File: src/rtl/pirq_consts.svh
// constants for the peripheral interrupt router
`ifndef PIRQ_CONSTS_SVH
`define PIRQ_CONSTS_SVH
`define PIRQ_OFS_CTL0      32'h0000_2200
`define PIRQ_OFS_CTL1      32'h0000_2201
`define PIRQ_OFS_CTL2      32'h0000_2202
`define PIRQ_OFS_CTL3      32'h0000_2203
`define PIRQ_OFS_BOOT      32'h0000_2204
`define PIRQ_OFS_STAT      32'h0000_2205
`define PIRQ_RST_CTL0      32'h0A41_8820
`define PIRQ_RST_CTL1      32'h16A4_A0E6
`define PIRQ_RST_CTL2      32'h2307_B9AC
`define PIRQ_RST_CTL3      32'h0000_0012
`define PIRQ_RST_BOOT      32'h0000_0000
`define PIRQ_FLD_W         5
`define PIRQ_FLD_PER_REG   6
`define PIRQ_NUM_SLOTS     19
`define PIRQ_NUM_SRC       25
`define PIRQ_SEL_HIGH      5'h1F
`define PIRQ_VEC_BASE      8'h2C
`define PIRQ_VEC_STEP      8'h04
`define PIRQ_BOOT_SLOT_A   1
`define PIRQ_BOOT_SLOT_B   9
`define PIRQ_PERIPH_SLOT_SRC 5'h0E
`define PIRQ_LAT_NS        400
`define PIRQ_CLK_NS        40
`define PIRQ_LAT_CYC       (`PIRQ_LAT_NS / `PIRQ_CLK_NS)
`endif

File: src/rtl/pirq_pkg.sv
// types for the peripheral interrupt router
package pirq_pkg;
  typedef enum logic [1:0] {
    PIRQ_BUS_IDLE = 2'b00,
    PIRQ_BUS_ACK  = 2'b01
  } pirq_bus_t;
  typedef enum logic [1:0] {
    PIRQ_ACK_RTI  = 2'b00,
    PIRQ_ACK_RDCLR = 2'b01,
    PIRQ_ACK_W1C  = 2'b10
  } pirq_ack_t;
endpackage

File: src/rtl/pirq_router.sv
// peripheral interrupt router: source selection, slot priority, registers
//
// Design decisions made here: the placing of the registers and the Avalon-MM interface to the registers.
`timescale 1ns/1ps
`default_nettype none
`include "pirq_consts.svh"
module pirq_router #(
  parameter int NUM_SLOTS = `PIRQ_NUM_SLOTS,
  parameter int NUM_SRC   = `PIRQ_NUM_SRC
) (
  // clock, reset and enable
  input  wire logic                 clk_sys,
  input  wire logic                 nrst,
  input  wire logic                 clk_en,
  // avalon-mm slave
  input  wire logic [31:0]          avs_address,
  input  wire logic                 avs_read,
  input  wire logic                 avs_write,
  input  wire logic [3:0]           avs_byteenable,
  input  wire logic [31:0]          avs_writedata,
  output logic [31:0]               avs_readdata,
  output logic                      avs_waitrequest,
  output logic [1:0]                avs_response,
  // peripheral request lines, one per source code
  input  wire logic [NUM_SRC-1:0]   src_req,
  // strap: unmask boot slots 1 and 9 at reset
  input  wire logic                 boot_unmask_strap,
  // towards the core sequencer
  output logic [NUM_SLOTS-1:0]      slot_req,
  output logic                      core_irq,
  output logic [7:0]                core_vector,
  output logic [NUM_SLOTS-1:0]      boot_unmask
);

  // ************************************************************
  // functions
  // ************************************************************

  // select codes below the source count pick a request line, the
  // top code ties the slot high for software triggers, and every
  // other code, the reserved one included, leaves the slot idle
  // source for one select code; undefined codes give low
  function automatic logic pick_src(input logic [4:0] sel,
                                    input logic [NUM_SRC-1:0] req);
    logic v;
    v = 1'b0;
    if (sel == `PIRQ_SEL_HIGH)
      v = 1'b1;
    else if (32'(sel) < NUM_SRC)
      v = req[sel];
    return v;
  endfunction

  // vector address of a slot
  function automatic logic [7:0] slot_vec(input logic [4:0] n);
    return `PIRQ_VEC_BASE + {n, 2'b00};
  endfunction

  // ************************************************************
  // registers
  // ************************************************************

  logic [31:0]      ctl_r [0:3];
  logic [31:0]      ctl_nxt [0:3];
  logic [31:0]      boot_r;
  logic             strap_seen_r;
  logic [NUM_SLOTS-1:0] slot_r;
  logic             irq_r;
  logic [7:0]       vec_r;
  logic [NUM_SLOTS-1:0] unmask_r;
  logic [31:0]      rdata_r;
  logic [1:0]       resp_r;
  pirq_pkg::pirq_bus_t bus_r;

  // ************************************************************
  // bus decode
  // ************************************************************

  // word index map: four routing words, then the boot unmask word,
  // then a read-only view of the routed slot levels. anything else
  // answers with an error response, reads zero and ignores writes.
  // a request is taken only while the handshake is idle, so a held
  // request is never taken twice in a row.
  wire logic        req_any  = avs_read | avs_write;
  wire logic        take     = clk_en & req_any &
                               (bus_r == pirq_pkg::PIRQ_BUS_IDLE);
  wire logic [31:0] idx      = avs_address >> 2;
  wire logic        hit_ctl  = (idx >= `PIRQ_OFS_CTL0) &&
                               (idx <= `PIRQ_OFS_CTL3);
  wire logic        hit_boot = (idx == `PIRQ_OFS_BOOT);
  wire logic        hit_stat = (idx == `PIRQ_OFS_STAT);
  wire logic        mapped   = hit_ctl | hit_boot | hit_stat;
  wire logic [1:0]  ctl_sel  = idx[1:0];
  wire logic [31:0] be_mask  = {{8{avs_byteenable[3]}},
                                {8{avs_byteenable[2]}},
                                {8{avs_byteenable[1]}},
                                {8{avs_byteenable[0]}}};
  wire logic [31:0] wr_merge = (ctl_r[ctl_sel] & ~be_mask) |
                               (avs_writedata & be_mask);

  // next routing values: whole 32-bit word read, write merged per byte lane under byteenable
  always_comb
  begin
    for (int i = 0; i < 4; i++)
    begin
      ctl_nxt[i] = ctl_r[i];
    end
    if (take && avs_write && hit_ctl)
      ctl_nxt[ctl_sel] = wr_merge;
  end

  // read data mux
  wire logic [31:0] rd_val = hit_ctl  ? ctl_r[ctl_sel] :
                             hit_boot ? boot_r :
                             hit_stat ? 32'(slot_r) : 32'h0000_0000;

  // ************************************************************
  // routing and priority
  // ************************************************************

  logic [NUM_SLOTS-1:0] slot_nxt;
  logic [4:0]           top_slot;
  logic                 any_req;

  // each slot takes its field; six fields per register
  always_comb
  begin
    for (int s = 0; s < NUM_SLOTS; s++)
    begin
      slot_nxt[s] = pick_src(
        ctl_r[s / `PIRQ_FLD_PER_REG][(s % `PIRQ_FLD_PER_REG) *
          `PIRQ_FLD_W +: `PIRQ_FLD_W], src_req);
    end
  end

  // fixed priority: lowest slot number wins. the scan runs from the
  // lowest priority up so the last hit is the winner; software moves
  // a source up only by routing it into a lower-numbered slot
  always_comb
  begin
    top_slot = 5'h00;
    any_req  = 1'b0;
    for (int s = NUM_SLOTS - 1; s >= 0; s--)
    begin
      if (slot_nxt[s])
      begin
        top_slot = 5'(s);
        any_req  = 1'b1;
      end
    end
  end

  // boot unmask bits for slots 1 and 9
  wire logic [NUM_SLOTS-1:0] unmask_val =
    boot_r[0] ? ((NUM_SLOTS'(1) << `PIRQ_BOOT_SLOT_A) |
                 (NUM_SLOTS'(1) << `PIRQ_BOOT_SLOT_B))
              : '0;

  // ************************************************************
  // source acknowledge, latency and completion
  // ************************************************************

  // the router keeps no request latch of its own: each slot mirrors
  // the level its routed source drives, one clock later. clearing,
  // write latency and buffer completion all live in the sources, and
  // the core sees a cleared request leave after a single cycle.

  // write latency: a clearing write reaches the source some cycles
  // after the handler issues it; the slot keeps requesting until the
  // source level falls, so a return inside that gap sees the request
  // again. a read to the source block completes the write early, and
  // the slot then falls on the next edge. serial ports running dma
  // drop their level with the transfer, so no gap arises for them.
  wire logic [NUM_SLOTS-1:0] slot_level = slot_nxt;

  // acknowledge: read-to-clear and write-one-to-clear happen in the
  // source latches; sources acked by return only drop their level on
  // their own. the slot passes whichever level remains, unchanged.
  wire logic [NUM_SLOTS-1:0] slot_acked = slot_level;

  // completion: a dma source raises its level at count expiry, or in
  // completion mode once its buffer is empty; the router forwards the
  // level at whichever moment the source chose.
  wire logic [NUM_SLOTS-1:0] slot_final = slot_acked;

  // ************************************************************
  // bus handshake: answers one cycle after the request is taken
  // ************************************************************

  always_ff @(posedge clk_sys or negedge nrst)
  begin
    if (!nrst)
    begin
      bus_r   <= pirq_pkg::PIRQ_BUS_IDLE;
      rdata_r <= 32'h0000_0000;
      resp_r  <= 2'h0;
    end
    else if (clk_en)
    begin
      if (bus_r == pirq_pkg::PIRQ_BUS_ACK)
        bus_r <= pirq_pkg::PIRQ_BUS_IDLE;
      else if (take)
      begin
        bus_r   <= pirq_pkg::PIRQ_BUS_ACK;
        rdata_r <= avs_read ? rd_val : 32'h0000_0000;
        resp_r  <= mapped ? 2'h0 : 2'h2;
      end
    end
  end

  // waitrequest low only in the answer cycle. the request is taken
  // at one edge and answered at the next, so the master sees the
  // answer one cycle later; the ack state held through the answer cycle
  // keeps a still-held request from being taken at the edge ending it
  always_ff @(posedge clk_sys or negedge nrst)
  begin
    if (!nrst)
      avs_waitrequest <= 1'b1;
    else if (clk_en)
      avs_waitrequest <= !(take);
  end

  // routing registers, documented reset selects: slot n starts on
  // source n, so the secondary uart and two-wire codes stay unrouted
  // until software writes them into some field
  always_ff @(posedge clk_sys or negedge nrst)
  begin
    if (!nrst)
    begin
      ctl_r[0] <= `PIRQ_RST_CTL0;
      ctl_r[1] <= `PIRQ_RST_CTL1;
      ctl_r[2] <= `PIRQ_RST_CTL2;
      ctl_r[3] <= `PIRQ_RST_CTL3;
    end
    else if (clk_en)
    begin
      for (int i = 0; i < 4; i++)
      begin
        ctl_r[i] <= ctl_nxt[i];
      end
    end
  end

  // boot unmask option: strap caught once after release; software
  // may change it later through bit 0 of the boot word
  always_ff @(posedge clk_sys or negedge nrst)
  begin
    if (!nrst)
    begin
      boot_r       <= `PIRQ_RST_BOOT;
      strap_seen_r <= 1'b0;
    end
    else if (clk_en)
    begin
      if (!strap_seen_r)
      begin
        boot_r       <= {31'h0000_0000, boot_unmask_strap};
        strap_seen_r <= 1'b1;
      end
      else if (take && avs_write && hit_boot && avs_byteenable[0])
        boot_r <= {31'h0000_0000, avs_writedata[0]};
    end
  end

  // core side: registered requests, winner and its vector; the irq
  // and vector are taken from the same levels as the slot outputs,
  // so all three always agree within one cycle
  always_ff @(posedge clk_sys or negedge nrst)
  begin
    if (!nrst)
    begin
      slot_r   <= '0;
      irq_r    <= 1'b0;
      vec_r    <= 8'h00;
      unmask_r <= '0;
    end
    else if (clk_en)
    begin
      slot_r   <= slot_final;
      irq_r    <= any_req;
      vec_r    <= any_req ? slot_vec(top_slot) : 8'h00;
      unmask_r <= unmask_val;
    end
  end

  // ************************************************************
  // outputs
  // ************************************************************

  // every output is a plain copy of a register
  assign avs_readdata = rdata_r;
  assign avs_response = resp_r;
  assign slot_req     = slot_r;
  assign core_irq     = irq_r;
  assign core_vector  = vec_r;
  assign boot_unmask  = unmask_r;

endmodule
`default_nettype wire

File: config.mk
export PLATFORM = sky130hd
export DESIGN_NAME = pirq_router
export DESIGN_NICKNAME = d
export VERILOG_FILES = /design/src/rtl/pirq_pkg.sv /design/src/rtl/pirq_router.sv
export VERILOG_INCLUDE_DIRS = /design/src /design/src/rtl
export SDC_FILE = /design/constraint.sdc
export NUM_CORES = 1
export LEC_CHECK = 0
export ABC_AREA = 1
export BUFFER_PORTS_ARGS = -buffer_cell sky130_fd_sc_hd__buf_2
export CORE_MARGIN = 5
export CORE_UTILIZATION = 45
export CTS_BUF_LIST = sky130_fd_sc_hd__clkbuf_4 sky130_fd_sc_hd__clkbuf_8
export CTS_CLUSTER_DIAMETER = 200
export CTS_CLUSTER_SIZE = 25
export DETAILED_ROUTE_END_ITERATION = 6
export GPL_TIMING_DRIVEN = 0
export SLEW_MARGIN = 20
export SYNTH_ARGS = -nofsm -noshare
export SYNTH_HDL_FRONTEND = slang
export SYNTH_SLANG_ARGS = --single-unit
File: constraint.sdc
create_clock -name clk_sys -period 4.4 [get_ports clk_sys]
set_input_delay 0.22 -clock clk_sys [delete_from_list [all_inputs] [get_ports clk_sys]]
set_output_delay 0.22 -clock clk_sys [all_outputs]
set_load 0.02 [all_outputs]
# Yosys cells after proc, flatten, opt, wreduce, memory -nomap -nowiden
# Cells that the tools add are included.
[totals]
out_inout_bits = 82
ff_bits = 245
wordCells = 235
[classes]
bitwise_logic = 11
n_lt_le_gt_ge = 42
n_mux = 131
reduce_logical = 13
addsub = 1
n_eq_ne = 23
[op_table]
columns = ["operator", "count"]
rows = [
  ["32-bit two-way mux", 8],
  ["128-bit bitwise mux", 1],
  ["5-bit by 6-bit < comparator with 1-bit output (second input constant)", 19],
  ["1-bit binary-select mux with 5-bit select", 19],
  ["5-bit equality test (second input constant)", 19],
  ["5-bit < comparator (second input constant)", 19],
  ["5-bit two-way mux", 19],
  ["1-bit two-way mux", 76],
  ["32-bit AND", 2],
  ["32-bit binary-select mux with 2-bit select", 1],
  ["32-bit demux with 2-bit select", 1],
  ["30-bit by 14-bit equality test with 1-bit output (second input constant)", 2],
  ["32-bit NOT", 1],
  ["32-bit bitwise OR", 1],
  ["30-bit by 14-bit greater-or-equal comparator with 1-bit output (second input constant)", 1],
  ["30-bit by 14-bit less-or-equal comparator with 1-bit output (second input constant)", 1],
  ["19-bit two-way mux", 1],
  ["10-bit two-way mux", 1],
  ["6-bit by 7-bit adder with 8-bit output (first input constant)", 1],
  ["8-bit two-way mux", 1],
  ["1-bit logical AND", 6],
  ["2-bit two-way mux", 3],
  ["2-bit AND reduction", 3],
  ["3-bit greater-or-equal comparator (second input constant)", 1],
  ["11 further kinds", 14],
]

# Longest topological paths before layout
[logic_depth]
depth_word = 25
depth_mapped = 32

# Worst setup path before layout
# No wires, ideal clock.
[synth_path]
kind = "reg-to-reg"
from = "register ctl_r[85] (netlist bit)"
to = "register vec_r[4], in the netlist core_vector[4]"
period_less_slack_ps = 2776
slack_ps = 1624
arrival_ps = 2655
stages_incl_launch_ff = 23
cell_sequence = "dfstp_2 -> buf_2 -> inv_2 -> a21oi_1 -> o21ai_1 -> a31oi_1 -> a21oi_1 -> o21a_1 -> a31oi_2 -> nand2_1 -> nand2_1 -> nand2_1 -> nand2_1 -> nand2_1 -> nand2_1 -> nand2_1 -> nand2_1 -> nand2_1 -> nand2_2 -> nand2_1 -> ha_1 -> or2_1 -> a32o_1"
[synth_between]
elab_chain_len = 17
[synth_lines]
columns = ["element", "line_no", "text"]
rows = [
  ["from (decl)", "pirq_router.sv:63", "logic [31:0] ctl_r [0:3];"],
  ["from (signal, indexed assignment)", "pirq_router.sv:239", "ctl_r[i] <= ctl_nxt[i];"],
  ["1-bit binary-select mux with 5-bit select", "pirq_router.sv:50", "v = req[sel];"],
  ["1-bit two-way mux (not written as such)", "pirq_router.sv:50", ""],
  ["1-bit two-way mux", "pirq_router.sv:49", "else if (32'(sel) < NUM_SRC)"],
  ["1-bit two-way mux (*)", "pirq_router.sv:47", "if (sel == `PIRQ_SEL_HIGH)"],
  ["5-bit two-way mux (11 in a row)", "pirq_router.sv:145", "if (slot_nxt[s])"],
  ["6-bit by 7-bit adder with 8-bit output (no source line)", "-", ""],
  ["8-bit two-way mux (*)", "pirq_router.sv:281", "vec_r <= any_req ? slot_vec(top_slot) : 8'h00;"],
  ["to (signal assigned)", "pirq_router.sv:281", ""],
  ["to (decl)", "pirq_router.sv:69", "logic [7:0] vec_r;"],
]
# Mark *: on every way between the ends. The rest lies on a longest branch, timed or not. The select of a mux whose other input is x is not followed.
# A chain may end at the register's enable or synchronous reset.

# Final worst setup path
[layout_path]
from = "register ctl_r[85] (netlist bit)"
to = "register vec_r[6], in the netlist core_vector[6]"
# The elaborated chain is that of the path after synthesis.

==> flow_summary.toml <==
[worst_setup_path]
arrival_ns = 3.94
cp-endpoint = "core_vector[6]$_DFFE_PN0P_"
r2r_end = "core_vector[6]$_DFFE_PN0P_"
path_max_fanout = 9
rr_worst_depth = 24
end_kind = "register"
cp.required_ns = 4.86
crit_type = "register to register"
cp-startpoint = "ctl_r[85]$_DFFE_PN1P_"
cp-start-kind = "register"
reg2reg_from = "ctl_r[85]$_DFFE_PN1P_"
rrSetupSlack_ns = 0.92

[detailed_routing]
drc = 0
routedWlPerCell_um = 25.14
drtIter0Drc = 2442
routed_wirelength_um = 64160
drtPass1Iterations = 6
via_per_inst = 6.230
num_vias = 15900
ant_nets = 0

[yosys]
async_flop_share_pct = 100.0
yosys_warnings = 0
postSynthCellCount = 1956
syn_area_um2 = 13480
syn_area_per_cell_um2 = 6.891
synthFlopType = "dfrtp_1"
synth_seq_cells = 192
synth.distinct_cells = 55
synth_edf_count = 0
ys_seq_area_share_pct = 36.00

[die]
fp.dieH_um = 183.1
io-pin-count = 181
start_util_pct = 45.48
core-area_um2 = 29640
dieArea_um2 = 33510
fp.dieW_um = 183.1
row_count = 63

[sta]
clock_skew_ns = 0.02230
grt_setup_unrepaired = "no"
setup_violations = 0
fmax_ghz = 0.2871
maxSlewHeadroom_pct = 17.17
timing.final.crit_share_pct = 79.16
min_period_ns = 3.483
drv_slew = 0
worst_pin_slew_ns = 1.242
hold_viol_final = 0
finalSetupTns_ns = 0

[grt]
first_global_vias = 14560
antenna_found_initial = 2
grt_use_total_pct = 37.25
grt_pass1_wl_um = 93980
grt_max_degree = 98
grt.overflow.total = 0

[place]
hpwl_um = 45260
io_buffers = 151
place.gp.congestion = 1.019

[power]
comb_power_share_pct = 18.4
finalPower_mw = 3.733
switching_power_mw = 1.256
switching_share_pct = 33.66
pwr-share-clk_pct = 33.1
ir_drop_uv = 294.6
pwr-share-seq_pct = 48.5
p_int_mw = 2.476
p_leak_nw = 6.588
powerDensity_nw_per_um2 = 244.2

[finish]
layout.nets = 2249
multi_input_area_um2 = 7282
num-fill-cells = 3081
diodes = 0
layout_commonest_cell = "nand2_1"
ff_latch_area_um2 = 4852
mostFrequentLayoutCells = "nand2_1, o21ai_0, buf_2"
drive_above_1_share_pct = 17.48
area_growth_syn_to_layout_pct = 13.38

[clock_network]
cts_max_path_buffers = 2
htree_levels = 4
cts_buffers = 17
worst_skew_pair.late_latency_ns = 0.53
postCtsSetupBuffers = 0
cts.sink_count = 192
cts_root_buf = "clkbuf_8"
cts_tree = "built"
clkTransAtPathRegs_ns = 0.11

[outcome]
status = "complete, no violations"

[worst_hold_path]
hp-class = "primary input to register"

[job]
cap_viol_max_count = 0
[worst max-delay path, stage by stage, from the launching register on]
cell      delay, ns
dfstp_2        0.52
buf_2          0.21
inv_2          0.14
a21oi_1        0.12
o21ai_1        0.08
a31oi_1        0.20
a21oi_1        0.09
o21a_1         0.18
a31oi_2        0.39
nand2_1        0.10
nand2_1        0.07
nand2_1        0.05
nand2_1        0.06
nand2_1        0.05
nand2_1        0.08
nand2_1        0.05
nand2_1        0.06
nand2_1        0.06
nand2_2        0.07
nand2_1        0.08
ha_1           0.20
or2_1          0.25
o211ai_1       0.13
nand2_1        0.09
nand2_1        0.08
[power by group through the flow]
stage / Clock [mW] / Sequential [mW] / Combinational, mW
4_1_cts: 1.24 / 1.81 / 0.663
3_3_place_gp: 0 / 1.84 / 0.652
2_1_floorplan: 0 / 1.87 / 0.295
3_5_place_dp: 0 / 1.84 / 0.660
5_1_grt: 1.31 / 1.81 / 0.719
6_report: 1.24 / 1.81 / 0.687
[synth_stat cells, drive strengths merged, types with 3 or more instances]
cell,instances,area [µm²]
nand2,460,1734
o21ai,371,1857
a21oi,172,887.1
nand3,159,820.8
inv,157,589.3
dfrtp,154,3854
buf,97,583.1
clkbuf,59,221.5
nor2,57,226.5
o22ai,41,256.5
dfstp,38,998.5
a221oi,31,277.8
nand4,29,181.4
o211ai,25,187.7
mux2i,18,180.2
nor3,15,75.07
nor4,12,81.33
a31oi,8,56.30
o2111ai,8,70.07
o311ai,7,61.31
clkinv,6,22.52
nand3b,6,45.04
a22o,3,26.28
a22oi,3,22.52
o221ai,3,26.28
o31ai,3,22.52
[state kept, by name (all words and copies together), names as in the netlist]
name and count:
boot_r 1, bus_r 1, ctl_r 128, avs_response 1, core_vector 6, avs_waitrequest 1
core_irq 1, avs_readdata 32, boot_unmask 1, strap_seen_r 1, slot_req 19
[final cells by class]
| type | instances | area share [%] |
|---|---|---|
| repair buffers | 155 | 5.502 |
| clock buffers | 20 | 1.801 |
| clock inverters | 12 | 0.8351 |
| plain buffers | 156 | 5.264 |
| inverters | 163 | 4.004 |
| multi-input cells | 1464 | 47.65 |
| well taps | 390 | 3.193 |
| flip-flops and latches | 192 | 31.75 |
[worst min path at each step]
stage	cells past startpoint	from	to	slack [ns]
floorplan	0	nrst	avs_readdata[0]$_DFFE_PN0P_	-0.08
global placement	2	core_vector[6]$_DFFE_PN0P_	core_vector[6]$_DFFE_PN0P_	0.46
detailed placement	1	nrst	ctl_r[67]$_DFFE_PN0P_	0.06
CTS	3	avs_writedata[0]	boot_r[0]$_DFFE_PN0P_	0.01
global route	3	avs_writedata[0]	boot_r[0]$_DFFE_PN0P_	0.01
finish	3	clk_en	core_irq$_DFFE_PN0P_	0.03
[logic make-up after synthesis]
kind of cell    after synthesis  synth area share [%]
compound gates              683                 28.36
fa+ha+maj                     1               0.09281
buf+inv                     319                 10.51
flops                       192                 36.00
mux                          18                 1.337
other cells                   1               0.02782
simple gates                742                 23.68
[stage by stage]
stage	std cells	hold slack, ns	instance area (µm²)	utilization (%)	setup slack, ns
after floorplan	1975	-0.07559	13550	-	1.624
after global placement	2516	0.4642	14790	49.92	-0.2206
after detailed placement	2518	0.06193	14860	50.14	0.7371
after CTS	2552	0.01002	15280	51.56	0.9804
after global routing	2552	0.01346	15280	51.56	0.6733
final	2552	0.02927	15280	51.56	0.9168
[per-layer routing]
layer  track usage [%]  vias to the layer above  wire, µm
met5                 0                        -        13
met4             18.65                        2      3881
met3             9.361                      225      7705
met2             53.94                     1065     26800
met1             51.82                     7450     25760
li1                  -                     7157         -
[timing repair]
| action | 4_1_cts | 5_1_grt |
|---|---|---|
| endpoints found under the setup margin | 0 | 0 |
| hold buffers | 2 | 0 |
| gates resized for setup | 0 | 0 |
| hold endpoints to repair | 161 | 0 |
Note: power is estimated with default switching activity, not from simulation.
